File: src/logic/pirc_params.svh
// constants for the peripheral irq / reset cause register bank
// assumes an apb slave with word-aligned register indices
`ifndef PIRC_PARAMS_SVH
`define PIRC_PARAMS_SVH
// ----------------------------------------------------------------
// register indices (byte address = index * 4)
// ----------------------------------------------------------------
`define PIRC_IDX_FLAGS   8'h0C
`define PIRC_IDX_ENABLES 8'h8C
`define PIRC_IDX_CAUSE   8'h8E
`define PIRC_IDX_TRIM    8'h90
`define PIRC_IDX_STATUS  8'hA0
`define PIRC_IDX_MASK    8'hA1
// ----------------------------------------------------------------
// field positions and masks
// ----------------------------------------------------------------
`define PIRC_BIT_MEMWR   3'h7
`define PIRC_BIT_CONV    3'h6
`define PIRC_BIT_CMP     3'h3
`define PIRC_BIT_TMRB    3'h0
`define PIRC_IRQ_MASK    8'hC9
`define PIRC_BIT_POR     1'h1
`define PIRC_BIT_BOD     1'h0
`define PIRC_CAUSE_MASK  8'h03
`define PIRC_TRIM_LSB    2'h2
// ----------------------------------------------------------------
// reset values
// ----------------------------------------------------------------
`define PIRC_RST_BYTE    8'h00
`define PIRC_RST_TRIM    6'h20
`endif

File: src/logic/pirc_pkg.sv
// types shared by the register bank and its bus front end
// assumes pirc_params.svh is on the include path
`default_nettype none
`include "pirc_params.svh"
package pirc_pkg;
    typedef enum {
        SEL_NONE,
        SEL_FLAGS,
        SEL_ENABLES,
        SEL_CAUSE,
        SEL_TRIM,
        SEL_STATUS,
        SEL_MASK
    } pirc_sel_e;
    typedef enum {
        BUS_IDLE,
        BUS_ACCESS
    } pirc_bus_e;
    typedef logic [7:0] pirc_byte_t;

    // word index to register select
    function automatic pirc_sel_e decode(input logic [7:0] idx);
        pirc_sel_e s;
        s = SEL_NONE;
        if (idx == `PIRC_IDX_FLAGS)
            s = SEL_FLAGS;
        else if (idx == `PIRC_IDX_ENABLES)
            s = SEL_ENABLES;
        else if (idx == `PIRC_IDX_CAUSE)
            s = SEL_CAUSE;
        else if (idx == `PIRC_IDX_TRIM)
            s = SEL_TRIM;
        else if (idx == `PIRC_IDX_STATUS)
            s = SEL_STATUS;
        else if (idx == `PIRC_IDX_MASK)
            s = SEL_MASK;
        return s;
    endfunction
endpackage
`default_nettype wire

File: src/logic/pirc_apb_if.sv
// apb slave front end: decode at setup, one access cycle, no waits
// assumes a well-behaved apb master on the same clock
`timescale 1ns/1ns
`default_nettype none
module pirc_apb_if (
    // clock and reset
    input  wire logic              clk,
    input  wire logic              reset,
    // apb
    input  wire logic              psel,
    input  wire logic              penable,
    input  wire logic [11:0]       paddr,
    output logic                   pready,
    output logic                   pslverr,
    // register side
    output logic                   setupCycle,
    output logic                   accessDone,
    output pirc_pkg::pirc_sel_e    sel
);
    pirc_pkg::pirc_bus_e state_q;
    pirc_pkg::pirc_sel_e sel_q;

    assign setupCycle = psel && !penable;
    assign accessDone = psel && penable && pready;
    assign pready     = (state_q == pirc_pkg::BUS_ACCESS);
    assign sel        = sel_q;

    always_ff @(posedge clk or posedge reset)
    begin
        if (reset)
            state_q <= pirc_pkg::BUS_IDLE;
        else
        begin
            case (state_q)
                pirc_pkg::BUS_IDLE:
                    if (setupCycle)
                        state_q <= pirc_pkg::BUS_ACCESS;
                default:
                    state_q <= setupCycle ? pirc_pkg::BUS_ACCESS
                                          : pirc_pkg::BUS_IDLE;
            endcase
        end
    end

    // unmapped word indices answer with an error, no side effect
    always_ff @(posedge clk or posedge reset)
    begin
        if (reset)
        begin
            sel_q   <= pirc_pkg::SEL_NONE;
            pslverr <= 1'b0;
        end
        else if (setupCycle)
        begin
            sel_q   <= (paddr[11:10] == 2'h0) ? pirc_pkg::decode(paddr[9:2])
                                              : pirc_pkg::SEL_NONE;
            pslverr <= (pirc_pkg::decode(paddr[9:2])
                        == pirc_pkg::SEL_NONE) || (paddr[11:10] != 2'h0);
        end
        else
            pslverr <= 1'b0;
    end
endmodule
`default_nettype wire

File: src/logic/pirc_evt_status.sv
// sticky event status with mask and one level interrupt
// assumes events are one-cycle pulses in the clk domain
`timescale 1ns/1ns
`default_nettype none
module pirc_evt_status #(
    parameter int W = 8
) (
    // clock and reset
    input  wire logic          clk,
    input  wire logic          reset,
    // events and software access
    input  wire logic [W-1:0]  events,
    input  wire logic          wrStatus,
    input  wire logic          wrMask,
    input  wire logic [W-1:0]  wdata,
    // state
    output logic [W-1:0]       status,
    output logic [W-1:0]       mask,
    output logic               irq
);
    // write one clears; a same-cycle event keeps the bit set
    always_ff @(posedge clk or posedge reset)
    begin
        if (reset)
            status <= '0;
        else
            status <= (status & ~(wrStatus ? wdata : '0)) | events;
    end

    always_ff @(posedge clk or posedge reset)
    begin
        if (reset)
            mask <= '0;
        else if (wrMask)
            mask <= wdata;
    end

    always_ff @(posedge clk or posedge reset)
    begin
        if (reset)
            irq <= 1'b0;
        else
            irq <= |(status & mask);
    end
endmodule
`default_nettype wire

File: src/logic/pirc_regs.sv
// peripheral irq enables/flags, reset cause and oscillator trim
// assumes: reset is the power-on reset; warm resets arrive as pulses
//
// Our own choice: the APB register port.
`include "pirc_params.svh"
`timescale 1ns/1ns
`default_nettype none
module pirc_regs (
    // clock and power-on reset
    input  wire logic         clk,
    input  wire logic         reset,
    // apb
    input  wire logic         psel,
    input  wire logic         penable,
    input  wire logic         pwrite,
    input  wire logic [11:0]  paddr,
    input  wire logic [31:0]  pwdata,
    input  wire logic [3:0]   pstrb,
    output logic [31:0]       prdata,
    output logic              pready,
    output logic              pslverr,
    // peripheral events, one-cycle pulses
    input  wire logic         memWriteDone,
    input  wire logic         conversionDone,
    input  wire logic         comparatorChange,
    input  wire logic         timerBOverflow,
    // warm resets and core gate
    input  wire logic         brownoutDetect,
    input  wire logic         warmReset,
    input  wire logic         peripheral_irq_gate,
    // outputs
    output logic              periphIrqReq,
    output logic [5:0]        trimCode,
    output logic              irq
);
    // ----------------------------------------------------------------
    // bus front end
    // ----------------------------------------------------------------
    logic                setupCycle;
    logic                accessDone;
    pirc_pkg::pirc_sel_e sel;
    logic                wrFire;
    pirc_pkg::pirc_byte_t wbyte;

    pirc_apb_if u_apb (
        .clk        (clk),
        .reset      (reset),
        .psel       (psel),
        .penable    (penable),
        .paddr      (paddr),
        .pready     (pready),
        .pslverr    (pslverr),
        .setupCycle (setupCycle),
        .accessDone (accessDone),
        .sel        (sel)
    );

    // only byte lane 0 carries data; other lanes are ignored
    assign wrFire = accessDone && pwrite && pstrb[0];
    assign wbyte  = pwdata[7:0];

    function automatic logic wr(input pirc_pkg::pirc_sel_e s,
                                input pirc_pkg::pirc_sel_e r,
                                input logic f);
        return f && (s == r);
    endfunction

    // ----------------------------------------------------------------
    // events and warm resets
    // ----------------------------------------------------------------
    pirc_pkg::pirc_byte_t evVec;
    logic                 softClr;

    always_comb
    begin
        evVec                 = `PIRC_RST_BYTE;
        evVec[`PIRC_BIT_MEMWR] = memWriteDone;
        evVec[`PIRC_BIT_CONV]  = conversionDone;
        evVec[`PIRC_BIT_CMP]   = comparatorChange;
        evVec[`PIRC_BIT_TMRB]  = timerBOverflow;
    end

    // brown-out and warm resets restore enables, flags and trim; brown-out also clears the bod cause bit
    assign softClr = brownoutDetect || warmReset;

    // ----------------------------------------------------------------
    // peripheral enables and flags
    // ----------------------------------------------------------------
    pirc_pkg::pirc_byte_t enables_q;
    pirc_pkg::pirc_byte_t flags_q;
    pirc_pkg::pirc_byte_t flags_d;

    always_ff @(posedge clk or posedge reset)
    begin
        if (reset)
            enables_q <= `PIRC_RST_BYTE;
        else if (softClr)
            enables_q <= `PIRC_RST_BYTE;
        else if (wr(sel, pirc_pkg::SEL_ENABLES, wrFire))
            enables_q <= wbyte & `PIRC_IRQ_MASK;
    end

    // event wins over a software clear in the same cycle
    always_comb
    begin
        flags_d = flags_q;
        if (wr(sel, pirc_pkg::SEL_FLAGS, wrFire))
            flags_d = wbyte;
        flags_d = (flags_d | evVec) & `PIRC_IRQ_MASK;
    end

    always_ff @(posedge clk or posedge reset)
    begin
        if (reset)
            flags_q <= `PIRC_RST_BYTE;
        else if (softClr)
            flags_q <= `PIRC_RST_BYTE;
        else
            flags_q <= flags_d;
    end

    // gate comes from the core's interrupt control register
    always_ff @(posedge clk or posedge reset)
    begin
        if (reset)
            periphIrqReq <= 1'b0;
        else
            periphIrqReq <= peripheral_irq_gate
                            && |(flags_q & enables_q);
    end

    // ----------------------------------------------------------------
    // reset cause
    // ----------------------------------------------------------------
    logic porBit_q;
    logic bodBit_q;

    // only the power-on reset or a cause write clears this bit
    always_ff @(posedge clk or posedge reset)
    begin
        if (reset)
            porBit_q <= 1'b0;
        else if (wr(sel, pirc_pkg::SEL_CAUSE, wrFire))
            porBit_q <= wbyte[`PIRC_BIT_POR];
    end

    // level at power-on is undefined in silicon; zero chosen here
    always_ff @(posedge clk or posedge reset)
    begin
        if (reset)
            bodBit_q <= 1'b0;
        else if (brownoutDetect)
            bodBit_q <= 1'b0;
        else if (wr(sel, pirc_pkg::SEL_CAUSE, wrFire))
            bodBit_q <= wbyte[`PIRC_BIT_BOD];
    end

    // ----------------------------------------------------------------
    // oscillator trim
    // ----------------------------------------------------------------
    always_ff @(posedge clk or posedge reset)
    begin
        if (reset)
            trimCode <= `PIRC_RST_TRIM;
        else if (softClr)
            trimCode <= `PIRC_RST_TRIM;
        else if (wr(sel, pirc_pkg::SEL_TRIM, wrFire))
            trimCode <= wbyte[7:`PIRC_TRIM_LSB];
    end

    // ----------------------------------------------------------------
    // event status and interrupt
    // ----------------------------------------------------------------
    pirc_pkg::pirc_byte_t status;
    pirc_pkg::pirc_byte_t mask;

    pirc_evt_status #(
        .W (8)
    ) u_evt (
        .clk      (clk),
        .reset    (reset),
        .events   (evVec),
        .wrStatus (wr(sel, pirc_pkg::SEL_STATUS, wrFire)),
        .wrMask   (wr(sel, pirc_pkg::SEL_MASK, wrFire)),
        .wdata    (wbyte),
        .status   (status),
        .mask     (mask),
        .irq      (irq)
    );

    // ----------------------------------------------------------------
    // read path
    // ----------------------------------------------------------------
    pirc_pkg::pirc_byte_t rdByte;
    pirc_pkg::pirc_sel_e  rdSel;

    // upper address bits out of range read as unmapped, data zero
    assign rdSel = (paddr[11:10] == 2'h0) ? pirc_pkg::decode(paddr[9:2])
                                          : pirc_pkg::SEL_NONE;

    always_comb
    begin
        rdByte = `PIRC_RST_BYTE;
        if (rdSel == pirc_pkg::SEL_FLAGS)
            rdByte = flags_q;
        else if (rdSel == pirc_pkg::SEL_ENABLES)
            rdByte = enables_q;
        else if (rdSel == pirc_pkg::SEL_CAUSE)
        begin
            rdByte[`PIRC_BIT_POR] = porBit_q;
            rdByte[`PIRC_BIT_BOD] = bodBit_q;
        end
        else if (rdSel == pirc_pkg::SEL_TRIM)
            rdByte[7:`PIRC_TRIM_LSB] = trimCode;
        else if (rdSel == pirc_pkg::SEL_STATUS)
            rdByte = status;
        else if (rdSel == pirc_pkg::SEL_MASK)
            rdByte = mask;
    end

    // data captured at setup, stands through the access cycle
    always_ff @(posedge clk or posedge reset)
    begin
        if (reset)
            prdata <= 32'h0000_0000;
        else if (setupCycle && !pwrite)
            prdata <= {24'h00_0000, rdByte};
        else if (!psel)
            prdata <= 32'h0000_0000;
    end
endmodule
`default_nettype wire

File: config.mk
export PLATFORM = sky130hd
export DESIGN_NAME = pirc_regs
export DESIGN_NICKNAME = d
export VERILOG_FILES = /design/src/logic/pirc_pkg.sv /design/src/logic/pirc_apb_if.sv /design/src/logic/pirc_evt_status.sv /design/src/logic/pirc_regs.sv
export VERILOG_INCLUDE_DIRS = /design/src /design/src/logic
export SDC_FILE = /design/constraint.sdc
export NUM_CORES = 1
export LEC_CHECK = 0
export ABC_AREA = 1
export BUFFER_PORTS_ARGS = -buffer_cell sky130_fd_sc_hd__buf_4
export CAP_MARGIN = 20
export CORE_MARGIN = 4
export CORE_UTILIZATION = 52
export DETAILED_ROUTE_END_ITERATION = 7
export PLACE_DENSITY_LB_ADDON = 0.15
export SLEW_MARGIN = 20
export SYNTH_ARGS = -nofsm -noshare
export SYNTH_HDL_FRONTEND = slang
export SYNTH_HIERARCHICAL = 1
export SYNTH_SLANG_ARGS = --single-unit
export TNS_END_PERCENT = 20
File: constraint.sdc
create_clock -name clk -period 1.8 [get_ports clk]
set_input_delay 0.36 -clock clk [delete_from_list [all_inputs] [get_ports clk]]
set_output_delay 0.36 -clock clk [all_outputs]
set_load 0.005 [all_outputs]
# Yosys cells after proc, flatten, opt, wreduce, memory -nomap -nowiden
# Cells that the tools add are included.
# word_totals
word_cells	97
register_bits	139
in_bits	60
out_inout_bits	42
# op_classes
n_bitwise	6
eq_ne	21
n_mux	31
reduce_logical	26
# ops
op	n
$mux 32	10
$eq 32x4->1 const B	6
$eq 32x3->1 const B	4
$eq 32x2->1 const B	3
$mux 8	9
$logic_not 32->1	2
$eq 8x8->1 const B	5
$and 8x8->8	3
$mux 6	4
$or 8x8->8	2
$reduce_or 8->1	2
$logic_and 1x1->1	13
$eq 8x4->1 const B	1
$not 8->8	1
$reduce_bool 2->1	4
$mux 3	2
$mux 1	4
$mux 2	2
$logic_not 1->1	2
$logic_not 2->1	1
$logic_or 1x1->1	2
$ne 2x1->1 const B	1
$ne 2x2->1 const B	1

# Logic depth before layout (Yosys ltp)
# Gate-level depths: netlist of the first run.
# logic_depth
ltp_word	16
depth_mapped	15
ltp_nobuf	15

# Hierarchy
# Netlist of the first run, hierarchy kept.
# modules_own_cells
module	n_inst	cells_per_inst	area_each_um2	seq_area_each_um2
pirc_regs	1	298	2019.4	626.9
pirc_evt_status	1	75	691.9	425.4
pirc_apb_if	1	91	599.3	125.1

# Worst setup path before layout of the first run
# No wires, ideal clock.
# synth_timing
kind	input to register
start	input port psel
end	register u_evt.status[3]
arrival_ns	1.347
path_stages	11
path_buffers	1
t_required_ns	1.682
slack_ns	0.335
setup_ns	0.118
path_cell_list	inv_1 > nor2_1 > nand3_1 > inv_1 > nand3_1 > nor2_1 > inv_1 > nor4_1 > buf_2 > nand2_1 > a21o_1
# synth_via
elab_chain_cells	9
# synth_rtl
element	line	source
start, declared	pirc_regs.sv:13	input wire logic psel,
$logic_and 1x1->1 (2 in a row)	pirc_apb_if.sv:24	assign accessDone = psel && penable && pready;
via accessDone	pirc_regs.sv:40	logic accessDone;
$logic_and 1x1->1 (2 in a row)	pirc_regs.sv:59	assign wrFire = accessDone && pwrite && pstrb[0];
$logic_and 1x1->1	pirc_regs.sv:65	return f && (s == r);
$mux 8	pirc_evt_status.sv:27	status <= (status & ~(wrStatus ? wdata : '0)) | events;
$not 8->8	pirc_evt_status.sv:27	
$and 8x8->8	pirc_evt_status.sv:27	
$or 8x8->8	pirc_evt_status.sv:27	
end signal, assigned	pirc_evt_status.sv:27	
end, declared	pirc_evt_status.sv:17	output logic [W-1:0] status,
# The timed path passes the listed nets, and every way through them passes these cells.
# A chain may end at the register's enable or synchronous reset.

# Worst setup path in the final report of the first run
# layout_timing
start	register u_apb.state_q[0]
end	register u_evt.status[6]
# layout_via
elab_chain_cells	9
# layout_rtl
element	line	source
start, declared	pirc_apb_if.sv:20	pirc_pkg::pirc_bus_e state_q;
start signal, assigned	pirc_apb_if.sv:31	state_q <= pirc_pkg::BUS_IDLE;
start signal, assigned	pirc_apb_if.sv:37	state_q <= pirc_pkg::BUS_ACCESS;
start signal, assigned	pirc_apb_if.sv:39	state_q <= setupCycle ? pirc_pkg::BUS_ACCESS
$eq 32x2->1	pirc_apb_if.sv:25	assign pready = (state_q == pirc_pkg::BUS_ACCESS);
$logic_and 1x1->1	pirc_apb_if.sv:24	
via accessDone	pirc_regs.sv:40	
$logic_and 1x1->1 (2 in a row)	pirc_regs.sv:59	
$logic_and 1x1->1	pirc_regs.sv:65	
$mux 8	pirc_evt_status.sv:27	
$not 8->8	pirc_evt_status.sv:27	
$and 8x8->8	pirc_evt_status.sv:27	
$or 8x8->8	pirc_evt_status.sv:27	
# The timed path passes the listed nets, and every way through them passes these cells.

==> results of run 1 <==
[synth_stat cells (all sizes together)]
cell    count
nor2       61
a21oi       6
clkinv      1
nor4        2
o21ai      38
nand3      19
nand2     157
a21boi      1
o22ai       2
a41oi       1
mux2        1
dfrtp      46
nand4       2
o31ai       1
nand3b      1
buf        55
conb        2
inv        56
a21o        8
dfstp       1
nor3        2
and2        1
[registers in the layout, summed over array words and instances (netlist names)]
| register | cells |
|---|---|
| u_evt/status | 8 |
| bodBit_q | 1 |
| u_evt/mask | 8 |
| enables_q | 4 |
| flags_q | 4 |
| u_evt/irq | 1 |
| porBit_q | 1 |
| u_apb/pslverr | 1 |
| u_apb/state_q | 1 |
| trimCode | 6 |
| periphIrqReq | 1 |
| u_apb/sel | 3 |
| prdata | 8 |
[metrics by stage]
step / area [sq um] / std cells / hold slack [ns]
after CTS: 3780 / 607 / 0.213
after global placement: 3640 / 598 / 0.304
final: 3790 / 607 / 0.217
after floorplan: 3520 / 519 / 0.139
after detailed placement: 3640 / 598 / 0.307
after global routing: 3790 / 607 / 0.217
[worst min path at each step]
stage | from | endpoint | slack (ns) | depth (start not counted)
6_report | penable | u_apb/state_q[0] | 0.22 | 2
5_1_grt | brownoutDetect | bodBit_q | 0.22 | 2
4_1_cts | penable | u_apb/state_q[0] | 0.21 | 2
3_5_place_dp | reset | u_apb/pslverr | 0.31 | 2
3_3_place_gp | reset | u_apb/pslverr | 0.30 | 2
2_1_floorplan | reset | u_apb/pslverr | 0.14 | 1
[power breakdown]
| group | switching [uW] | internal (uW) | total [uW] | leakage (uW) |
|---|---|---|---|---|
| registers | 9.09 | 1070 | 1080 | 0.000558 |
| clock network | 357 | 555 | 912 | 0.0000654 |
| logic | 153 | 95.5 | 248 | 0.00151 |
[repair_timing]
action                                  in CTS  in global routing
endpoints found under the setup margin       0                  8
hold buffers                                 1                  0
resized for setup                            0                  2
endpoints found under the hold margin        5                  0
[layout make-up]
cell class	count	area (sq um)
Inverter	57	220
Fill cell	569	2270
Timing Repair Buffer	60	453
Sequential cell	47	1180
Clock buffer	6	72.6
Clock inverter	2	60.1
Multi-Input combinational cell	360	1710
Tap cell	75	93.8
[cell families after synthesis]
group,after synthesis,share of synthesized area
muxes,1,0.00340
DFF,47,0.356
other,2,0.00227
AOI/OAI and AO/OA,57,0.0979
and+or+nand+nor,245,0.349
buffers and inverters,112,0.192
[metal layers]
layer / track usage / up-vias / wire length (um)
li1: - / 1458 / -
met1: 0.274 / 1235 / 3270
met2: 0.318 / 56 / 3380
met3: 0.0376 / 7 / 291
met4: 0.0446 / 0 / 78
met5: 0 / - / 0
[worst max-delay path, cell delays in order, from the launching register on]
cell and delay [ns]:
dfrtp_1 0.35, nand2_1 0.05, nor2_1 0.09, nand3_1 0.10, inv_2 0.07, nand3_1 0.07, nor2_1 0.09, inv_1 0.07
nor4_2 0.17, buf_4 0.23, nand2_1 0.07, a21o_1 0.15
==> results.md, run 1 <==
- The transition at the pin with the smallest max-transition slack is 0.653 ns.
- The flow ran to the end, and the final reports show no timing, DRC or antenna violations.
- The mean cell area of the mapped netlist is 7.14 sq um.
- The later pin in the worst-skew pair is clocked with a latency of 0.30 ns.
- After detailed routing, the number of remaining DRC violations is 0.
- For the final routed database, the setup TNS stands at 0 ns.
- The final HPWL from detailed placement is about 5700 um.
- The maximum achievable frequency is 619 MHz.
- The arrival time reported for the critical path endpoint is 1.81 ns.
- The number of antenna violations at the first check in global routing is 0.
- The worst-case IR drop observed on VDD is between 400 and 500 uV.
- The worst slack at placement is -0.0349 ns.
- The worst path meets setup with 0.184 ns of slack.
- The number of top-level design ports is 102.
- The worst setup path is launched from a flip-flop.
- The total power per unit cell area is between 500 and 600 nW/um^2.
- The floorplan has 28 rows.
- Of the synthesized area, sequential elements account for 0.356.
- The number of synthesized register bits is 47.
- The clock transition time at the flip-flop clock pins of the worst setup and hold paths is 0.09 ns.
- In this run the worst hold path is classified as primary input to flip-flop.
- The total congestion overflow after global routing is 0.
- Counting along the longest clock path gives a buffer depth of 2.
- At the end of routability-driven placement, the weighted congestion stood at 0.832.
- The critical path starts at u_apb/state_q[0].
- The total of endpoints with negative setup slack in the final report is 0.
- Measured on the finished design, the core utilization comes to 0.625.
- Clock skew on the completed layout was measured at 0.00254 ns.
- The cell count after synthesis is 464.
- Max-cap violations in this run came to 0.
- The number of global-route vias before repair is 2,601.
- The area of the core is between 6000 and 7000 sq um.
- The number of diodes added for antenna fixing is 0.
- The clock period minus worst slack is between 1.5 and 2 ns.
- The total power is about 2200 uW.
- The data required time of the worst path is roughly 2.0 ns.
- The worst-path maximum fanout is 8.
- The initial utilization of the core area, before any placement, comes to 0.546.
- The top cell types in the final layout, fill and taps aside, are nand2_1, buf_4, conb_1.
- In this run the worst setup path terminates at u_evt/status[6].
- In this run, the number of DRC markers left after iteration 0 of detailed routing was 134.
- In the final design database the tool counted 591 nets.
- Measured along the y axis, the die boundary spans 87.8 um.
- The width of the die is 87.8 um.
- The total setup buffers inserted after CTS is 0.
- The first global-routing pass estimated around 12,000 um of wire.
- The clock net sink count is between 40 and 50.
- The synthesized design spends more area on one cell type than any other, namely dfrtp_1.
- The number of cells on the worst reg-to-reg path is 11.
- The number of slew-limit violations in the final report came to 0.
- The number of H-tree branching levels is 2.
- The most common cell after layout, fill and taps aside is nand2_1.
- Setup repair after global routing left no endpoint under its margin.
- Of the post-synthesis cell area, the dominant cell type holds 0.348.
- The netlist uses 36 different library cells.
- The largest net degree at the start of global routing is 26.
- TritonCTS built the clock tree.
- The root cell of the clock tree is clkbuf_8.
- TritonCTS created 5 clock buffers.
- In the finished design, the share of the clock period the worst path needs comes to 0.898.
- The worst register-to-register path ends at u_evt/status[6].
- The average detailed-routed wire length per instance is between 10 and 15 um.
- The count of vias placed by the detailed router is approximately 2,800.
- For flop-to-flop paths, the worst setup slack is about 0.18 ns.
- The die covers 7710 sq um.
- The summed instance area of the synthesized netlist is 3310 sq um.
- Of the cells placed in the final design, the portion with a size suffix greater than 1 is 0.237.
- In this run the remaining antenna-violating nets after routing total 0.
- Compared with the post-synthesis result, the final layout area differs by 14.4%.
- During placement, the flow inserted port buffers numbering 48.
- The first-pass iteration count of the detailed router is 4.
- The routed design has ~7000 um of wire.
- The critical path start-end classification is flip-flop to flip-flop.
- The standby leakage power is 0.00213 uW.
- The final hold violation count is 0.
- The origin of the critical flop-to-flop path is u_apb/state_q[0].
- Yosys printed 6 warnings.
- The worst pin sits at a relative slew slack of 0.564.
- The critical path endpoint category is a flip-flop.
- For this run, the total global-route usage over all layers was measured as 0.197.
- In the routed layout, each cell is associated on average with a via count of roughly 4.5.
- After synthesis, the cell types taking the most area are dfrtp_1, nand2_1, buf_4.
Note: power is estimated with default switching activity, not from simulation.
==> run 2, diff against run 1 <==
HOLD_SLACK_MARGIN = 0.05   (was unset)
PLACE_DENSITY_LB_ADDON = 0.3   (was 0.15)
==> run 2 against run 1 <==
Combinational power barely moved. First-iteration DRC count up 22%. Clock-buffer cell count is the same. Global-route usage is 0.24 points lower. Via count is 1.7% higher. Cell count down 0.16%. Sequential power is essentially flat. Die area stayed put. Maximum frequency rose by 2.8%. Largest cell class unchanged.
==> results.md, run 2 (same netlist as run 1, synthesis figures left out) <==
- The wire length of the first global-routing pass is 11,800 um (was 11,900 um).
- The startpoint class of the critical path is a flip-flop (unchanged).
- The critical path endpoint category is a flip-flop (unchanged).
- The per-cell via count in the routed design is 4.62 (was 4.54).
- The width of the die is 87.8 um (unchanged).
- The overall global routing resource usage is 0.194 (was 0.197).
- Cell breakdown of the critical path: nand2_1 -> nor2_1 -> nand3_1 -> inv_1 -> nand2_1 -> nor2_4 -> nand4_4 -> and2_1 -> o21ai_1 -> o21ai_0 (was nand2_1 -> nor2_1 -> nand3_1 -> inv_2 -> nand3_1 -> nor2_1 -> inv_1 -> nor4_2 -> buf_4 -> nand2_1 -> a21o_1).
- The global routing's busiest layer is met2 (unchanged).
- The logic depth of the worst register-to-register path is 10 (was 11).
- The family of cells with the greatest summed delay on the critical path is simple AND/OR/NAND/NOR gates (unchanged).
- The most common cell after layout, fill and taps aside is nand2_1 (unchanged).
- The met2 global-route usage is 0.322 (was 0.318).
- The number of slew-limit violations in the final report is 0 (unchanged).
- The highest ir drop seen on vdd came to 294 uV (was 442 uV).
- Unrepaired setup endpoints after global routing: false (unchanged).
- The largest clock skew in the final design is 0.00628 ns (was 0.00254 ns).
- The final weighted congestion of routability-driven global placement is 0.834 (was 0.832).
- The worst hold-check slack is 0.212 ns (was 0.217 ns).
- The post-detailed-route DRC marker count is 0 (unchanged).
- The setup TNS is 0 ns (unchanged).
- The type of the tightest min-delay check is primary input to flip-flop (unchanged).
- The clock period minus worst slack is 1.57 ns (was 1.62 ns).
- The total of max-cap violations came to 0 (unchanged).
- The first-pass iteration count of the detailed router came to 4 (unchanged).
- The total power per unit cell area is 535 nW/um^2 (was 590 nW/um^2).
- The total setup buffers inserted after CTS is 0 (unchanged).
- The clock transition time at the flip-flop clock pins of the worst setup and hold paths is 0.09 ns (about the same).
- The data required time of the worst path is 1.99 ns (was 2.00 ns).
- The number of diodes added for antenna fixing is 0 (unchanged).
- The area of the core was 6060 sq um (unchanged).
- Status: finished, final reports clean (unchanged).
- The CTS tree is done (unchanged).
- The starting density of the core is 0.546 (unchanged).
- The fraction of final layout cells sized beyond drive strength 1 is 0.235 (was 0.237).
- The count of buffers inserted at the top-level ports was 48 (unchanged).
- Commonest non-fill, non-tap cells in the layout: nand2_1, buf_4, conb_1 (unchanged).
- The post-detailed-route count of antenna-violating nets was 0 (unchanged).
- Largest registers ranked by flip-flop count: prdata: 8 flops, u_evt/mask: 8 flops, u_evt/status: 8 flops (unchanged).
- The end of the critical path is flags_q[6] (was u_evt/status[6]).
- Among the stages of the critical path, the cell type that occurs most often is nand2_1.
- The cell with the largest stage delay on the worst path is dfrtp_1 (unchanged).
- The slack of the worst reg-to-reg path is 0.23 ns (was 0.18 ns).
- The total buffers and inverters traversed by the critical path is 1 (was 3).
- The final hold violation count was 0 (unchanged).
- The total congestion overflow after global routing was 0 (unchanged).
- The critical path start-end classification is flip-flop to flip-flop (unchanged).
- The number of H-tree branching levels is 2 (unchanged).
- The transition at the pin with the smallest max-transition slack is 0.666 ns (was 0.653 ns).
- The critical path launch point was u_apb/state_q[0] (unchanged).
- The standby leakage power is 0.00211 uW (was 0.00213 uW).
- The origin of the critical flop-to-flop path is u_apb/state_q[0] (unchanged).
- The area growth from synthesis to layout is 13.2% (was 14.4%).
- The average detailed-routed wire length per instance came to 11.4 um (was 11.6 um).
- The placement row count is 28 (unchanged).
- The number of antenna violations at the first check in global routing is 0 (unchanged).
- The number of global-route vias before repair came to 2,570 (was 2,601).
- The maximum achievable frequency came to 636 MHz (was 619 MHz).
- The number of CTS-inserted buffers is 5 (unchanged).
- The final routed wirelength across all metal layers is 6930 um (was 7010 um).
- The largest net degree at the start of global routing is 26 (unchanged).
- The area of the die came to 7710 sq um (unchanged).
- The maximum root-to-sink buffer count is 2 (unchanged).
- The arrival time reported for the critical path endpoint is 1.76 ns (was 1.81 ns).
- The worst reg2reg path endpoint is flags_q[6] (was u_evt/status[6]).
- The final HPWL from detailed placement is 5700 um (was 5670 um).
- The met3 usage was 0.0254 (was 0.0376).
- The share of the cycle needed by the critical path after routing is 0.874 (was 0.898).
- The number of top-level design ports is 102 (unchanged).
- The total placed instance area is 3630 sq um (was 3640 sq um).
- The total of endpoints with negative setup slack in the final report is 0 (unchanged).
- The post-layout net count is 590 (was 591).
- The global-route track usage on met1 is 0.267 (was 0.274).
- The cell area after layout is 3750 sq um (was 3790 sq um).
- The clock latency reported for the late side of the worst-skew pair is 0.30 ns (about the same).
- The number of cells on the critical path is 10 (was 11).
- The clock net sink count is 47 (unchanged).
- The worst-path maximum fanout came to 8 (unchanged).
- The remaining max-slew budget at the tightest pin came to 0.555 (was 0.564).
- The count of vias placed by the detailed router was 2,802 (was 2,756).
- The number of DRC violations after detailed-routing iteration 0 is 163 (was 134).
- The vertical die dimension is 87.8 um (unchanged).
- The stage delay of the slowest cell on the critical path is 0.36 ns (was 0.35 ns).
- The root cell of the clock tree is clkbuf_8 (unchanged).
[run 2: report_power, final]
group | internal (uW) | leakage, uW | total, uW | switching (uW)
clock | 314 | 0.0000474 | 678 | 364
combinational | 95.5 | 0.00150 | 250 | 154
sequential | 1070 | 0.000558 | 1080 | 9.15
total | 1480 | 0.00211 | 2000 | 528
[run 2: stage by stage]
stage / setup WS, ns / total power [uW] / instances / util
final: 0.227 / 2000 / 606 / 0.618
after global routing: 0.0313 / 2100 / 606 / 0.618
after CTS: 0.178 / 2020 / 606 / 0.617
after detailed placement: 0.0294 / 1340 / 597 / 0.599
after global placement: 0.0539 / 1340 / 597 / 0.599
after floorplan: 0.335 / 1310 / 519 / -
[run 2: layer usage]
metal	wire [um]	up-vias	part of all wire
met3	370	8	0.053
met4	61	0	0.0088
met1	3050	1262	0.44
met5	0	-	0
met2	3440	74	0.50
li1	-	1458	-
[run 2: worst min path at each step]
stage / start / to / slack, ns / depth (start not counted)
finish: penable / u_apb/state_q[0] / 0.21 / 2
global route: penable / u_apb/state_q[0] / 0.22 / 2
CTS: penable / u_apb/state_q[0] / 0.21 / 2
detailed placement: reset / u_apb/sel[1] / 0.31 / 2
global placement: reset / u_apb/pslverr / 0.30 / 2
floorplan: reset / u_apb/pslverr / 0.14 / 1
[run 2: cell type report]
type                            instances  area, sq um
Fill cell                             581         2310
Multi-Input combinational cell        360         1710
Sequential cell                        47         1180
Timing Repair Buffer                   59          445
Inverter                               57          220
Tap cell                               75         93.8
Clock buffer                            6         82.6
Clock inverter                          2         16.3
[run 2: repair_timing]
action / in CTS / in global routing
setup endpoints to repair: 0 / 8
hold buffers: 1 / 0
hold endpoints to repair: 5 / 0
resized for setup: 0 / 1
==> run 3, diff against run 2 <==
CORE_UTILIZATION = 45   (was 52)
==> run 3 against run 2 <==
Cell count increased by 3.8%. Clock-buffer cell count did not move. Combinational power about the same. Routed wire length is 0.39% higher. First-iteration DRC count shrank 31%. Global-route usage shrank 2.9 points. Non-clock buffer count down 1. Largest cell class unchanged.
==> results.md, run 3 (same netlist as run 1, synthesis figures left out) <==
- The number of cells in the finished layout apart from fillers is 629 (was 606).
- The number of H-tree branching levels is 2 (unchanged).
- The remaining max-slew budget at the tightest pin is 0.562 (was 0.555).
- The clock period minus worst slack is 1.59 ns (was 1.57 ns).
- The final routed wirelength across all metal layers was 6950 um (was 6930 um).
- The total placed instance area was 3650 sq um (was 3630 sq um).
- The highest ir drop seen on vdd came to 260 uV (was 294 uV).
- The maximum root-to-sink buffer count came to 2 (unchanged).
- The placement row count came to 31 (was 28).
- The average detailed-routed wire length per instance came to 11.1 um (was 11.4 um).
- The combined flip-flop and latch cell area is 1180 sq um (unchanged).
- The CTS tree is done (unchanged).
- The number of antenna violations at the first check in global routing is 0 (unchanged).
- The starting density of the core is 0.459 (was 0.546).
- The width of the die is 93.8 um (was 87.8 um).
- The cell depth of the worst min-delay path is 2 (unchanged).
- The count of buffers inserted at the top-level ports came to 48 (unchanged).
- The total congestion overflow after global routing is 0 (unchanged).
- The post-detailed-route DRC marker count came to 0 (unchanged).
- The logic depth of the worst register-to-register path is 11 (was 10).
- The fraction of final layout cells sized beyond drive strength 1 is 0.232 (was 0.235).
- The cell area after layout was 3780 sq um (was 3750 sq um).
- The most common cell after layout, fill and taps aside is nand2_1 (unchanged).
- Unrepaired setup endpoints after global routing: false (unchanged).
- The count of vias placed by the detailed router was 2,764 (was 2,802).
- The clock net sink count is 47 (unchanged).
- The arrival time reported for the critical path endpoint came to 1.78 ns (was 1.76 ns).
- Status: finished, final reports clean (unchanged).
- The type of the tightest min-delay check is primary input to flip-flop (unchanged).
- The critical path endpoint category is a flip-flop (unchanged).
- The number of top-level design ports is 102 (unchanged).
- The final HPWL from detailed placement is 5780 um (was 5700 um).
- The number of CTS-inserted buffers is 5 (unchanged).
- The transition at the pin with the smallest max-transition slack is 0.657 ns (was 0.666 ns).
- The area growth from synthesis to layout is 14.2% (was 13.2%).
- The number of fill cells in the layout is 713 (was 581).
- The post-layout net count is 589 (was 590).
- The final weighted congestion of routability-driven global placement is 0.798 (was 0.834).
- The worst-path maximum fanout was 8 (unchanged).
- The total of endpoints with negative setup slack in the final report is 0 (unchanged).
- Largest registers ranked by flip-flop count: prdata: 8 flops, u_evt/mask: 8 flops, u_evt/status: 8 flops (unchanged).
- The vertical die dimension is 93.8 um (was 87.8 um).
- The root cell of the clock tree was clkbuf_8 (unchanged).
- The setup TNS is 0 ns (unchanged).
- The largest net degree at the start of global routing was 26 (unchanged).
- Commonest non-fill, non-tap cells in the layout: nand2_1, conb_1, buf_4 (was nand2_1, buf_4, conb_1).
- The critical path start-end classification is flip-flop to flip-flop (unchanged).
- The instance count after placement with tap cells included was 620 (was 597).
- The maximum achievable frequency is 628 MHz (was 636 MHz).
- The startpoint class of the critical path is a flip-flop (unchanged).
- The post-detailed-route count of antenna-violating nets is 0 (unchanged).
- The share of the cycle needed by the critical path after routing came to 0.885 (was 0.874).
- The clock latency reported for the late side of the worst-skew pair came to 0.30 ns (about the same).
- The area of the core is 7210 sq um (was 6060 sq um).
- The worst hold-check slack is 0.225 ns (was 0.212 ns).
- The largest clock skew in the final design is 0.00908 ns (was 0.00628 ns).
- The area of the die was 8790 sq um (was 7710 sq um).
- The wire length of the first global-routing pass came to 11,600 um (was 11,800 um).
- The number of slew-limit violations in the final report was 0 (unchanged).
- The per-cell via count in the routed design is 4.39 (was 4.62).
- The clock transition time at the flip-flop clock pins of the worst setup and hold paths came to 0.08 ns (was 0.09 ns).
- The total setup buffers inserted after CTS was 0 (unchanged).
- The number of diodes added for antenna fixing is 0 (unchanged).
- The final hold violation count came to 0 (unchanged).
- The total power per unit cell area is 554 nW/um^2 (was 535 nW/um^2).
- The first-pass iteration count of the detailed router is 4 (unchanged).
- The area of the multi-input gates came to 1710 sq um (unchanged).
- The number of global-route vias before repair is 2,608 (was 2,570).
- The total of max-cap violations is 0 (unchanged).
- The overall global routing resource usage is 0.165 (was 0.194).
- The number of DRC violations after detailed-routing iteration 0 is 112 (was 163).
- The data required time of the worst path is 1.99 ns (about the same).
- The standby leakage power is 0.00211 uW (about the same).
run 3: cell types whose count changed in the layout (fill, tap and decap cells not counted):
cell       before  now
clkinv_4        1    0
buf_4          58   57
bufinv_16       0    1
clkbuf_1        0    1
clkbuf_8        6    5
run 3: worst paths after layout:
kind                       slack, ns              from               end
setup / recovery                0.21  u_apb/state_q[0]   u_evt/status[1]
hold / removal                  0.22           penable  u_apb/state_q[0]
setup reg to reg                0.21  u_apb/state_q[0]   u_evt/status[1]
hold reg to reg                 0.48         prdata[1]         prdata[1]
max in group asynchronous       0.65             reset   u_evt/status[1]
min in group asynchronous       0.55             reset     u_apb/pslverr
run 3: what timing repair did:
item | CTS | global route
setup endpoints to repair | 0 | 2
hold buffers | 1 | 0
resized for setup | 0 | 1
endpoints found under the hold margin | 5 | 0
run 3: critical path, stage by stage (launching register included):
cell	delay, ns
dfrtp_1	0.35
nand2_1	0.05
nor2_1	0.09
nand3_1	0.09
inv_1	0.09
nand3_1	0.08
nor2_1	0.09
inv_1	0.06
nor4_2	0.14
buf_4	0.22
nand2_1	0.07
a21o_1	0.16
run 3: cell type report:
type                            count  area share
Multi-Input combinational cell    360       0.453
Timing Repair Buffer               58       0.116
Clock inverter                      2     0.00993
Inverter                           57      0.0582
Sequential cell                    47       0.311
Tap cell                           99      0.0328
Clock buffer                        6      0.0192
run 3: metrics by stage:
step	power, uW	util	setup slack [ns]
after global routing	2200	0.524	0.0472
after global placement	1340	0.507	0.0458
after floorplan	1310	-	0.335
after CTS	2110	0.523	0.120
final	2090	0.524	0.207
after detailed placement	1340	0.507	0.00722
run 3: layer usage:
metal	up-vias	track usage	part of all wire
met5	-	0	0
met4	0	0.0373	0.0058
met3	4	0.0296	0.050
met2	63	0.289	0.50
met1	1239	0.212	0.45
li1	1458	-	-
run 3: report_power, final:
| part | internal [uW] | leakage [uW] | switching (uW) | total (uW) |
|---|---|---|---|---|
| Combinational | 95.5 | 0.00150 | 153 | 249 |
| Sequential | 1070 | 0.000558 | 9.34 | 1080 |
| Clock | 415 | 0.0000514 | 353 | 768 |
| Total | 1580 | 0.00211 | 516 | 2090 |
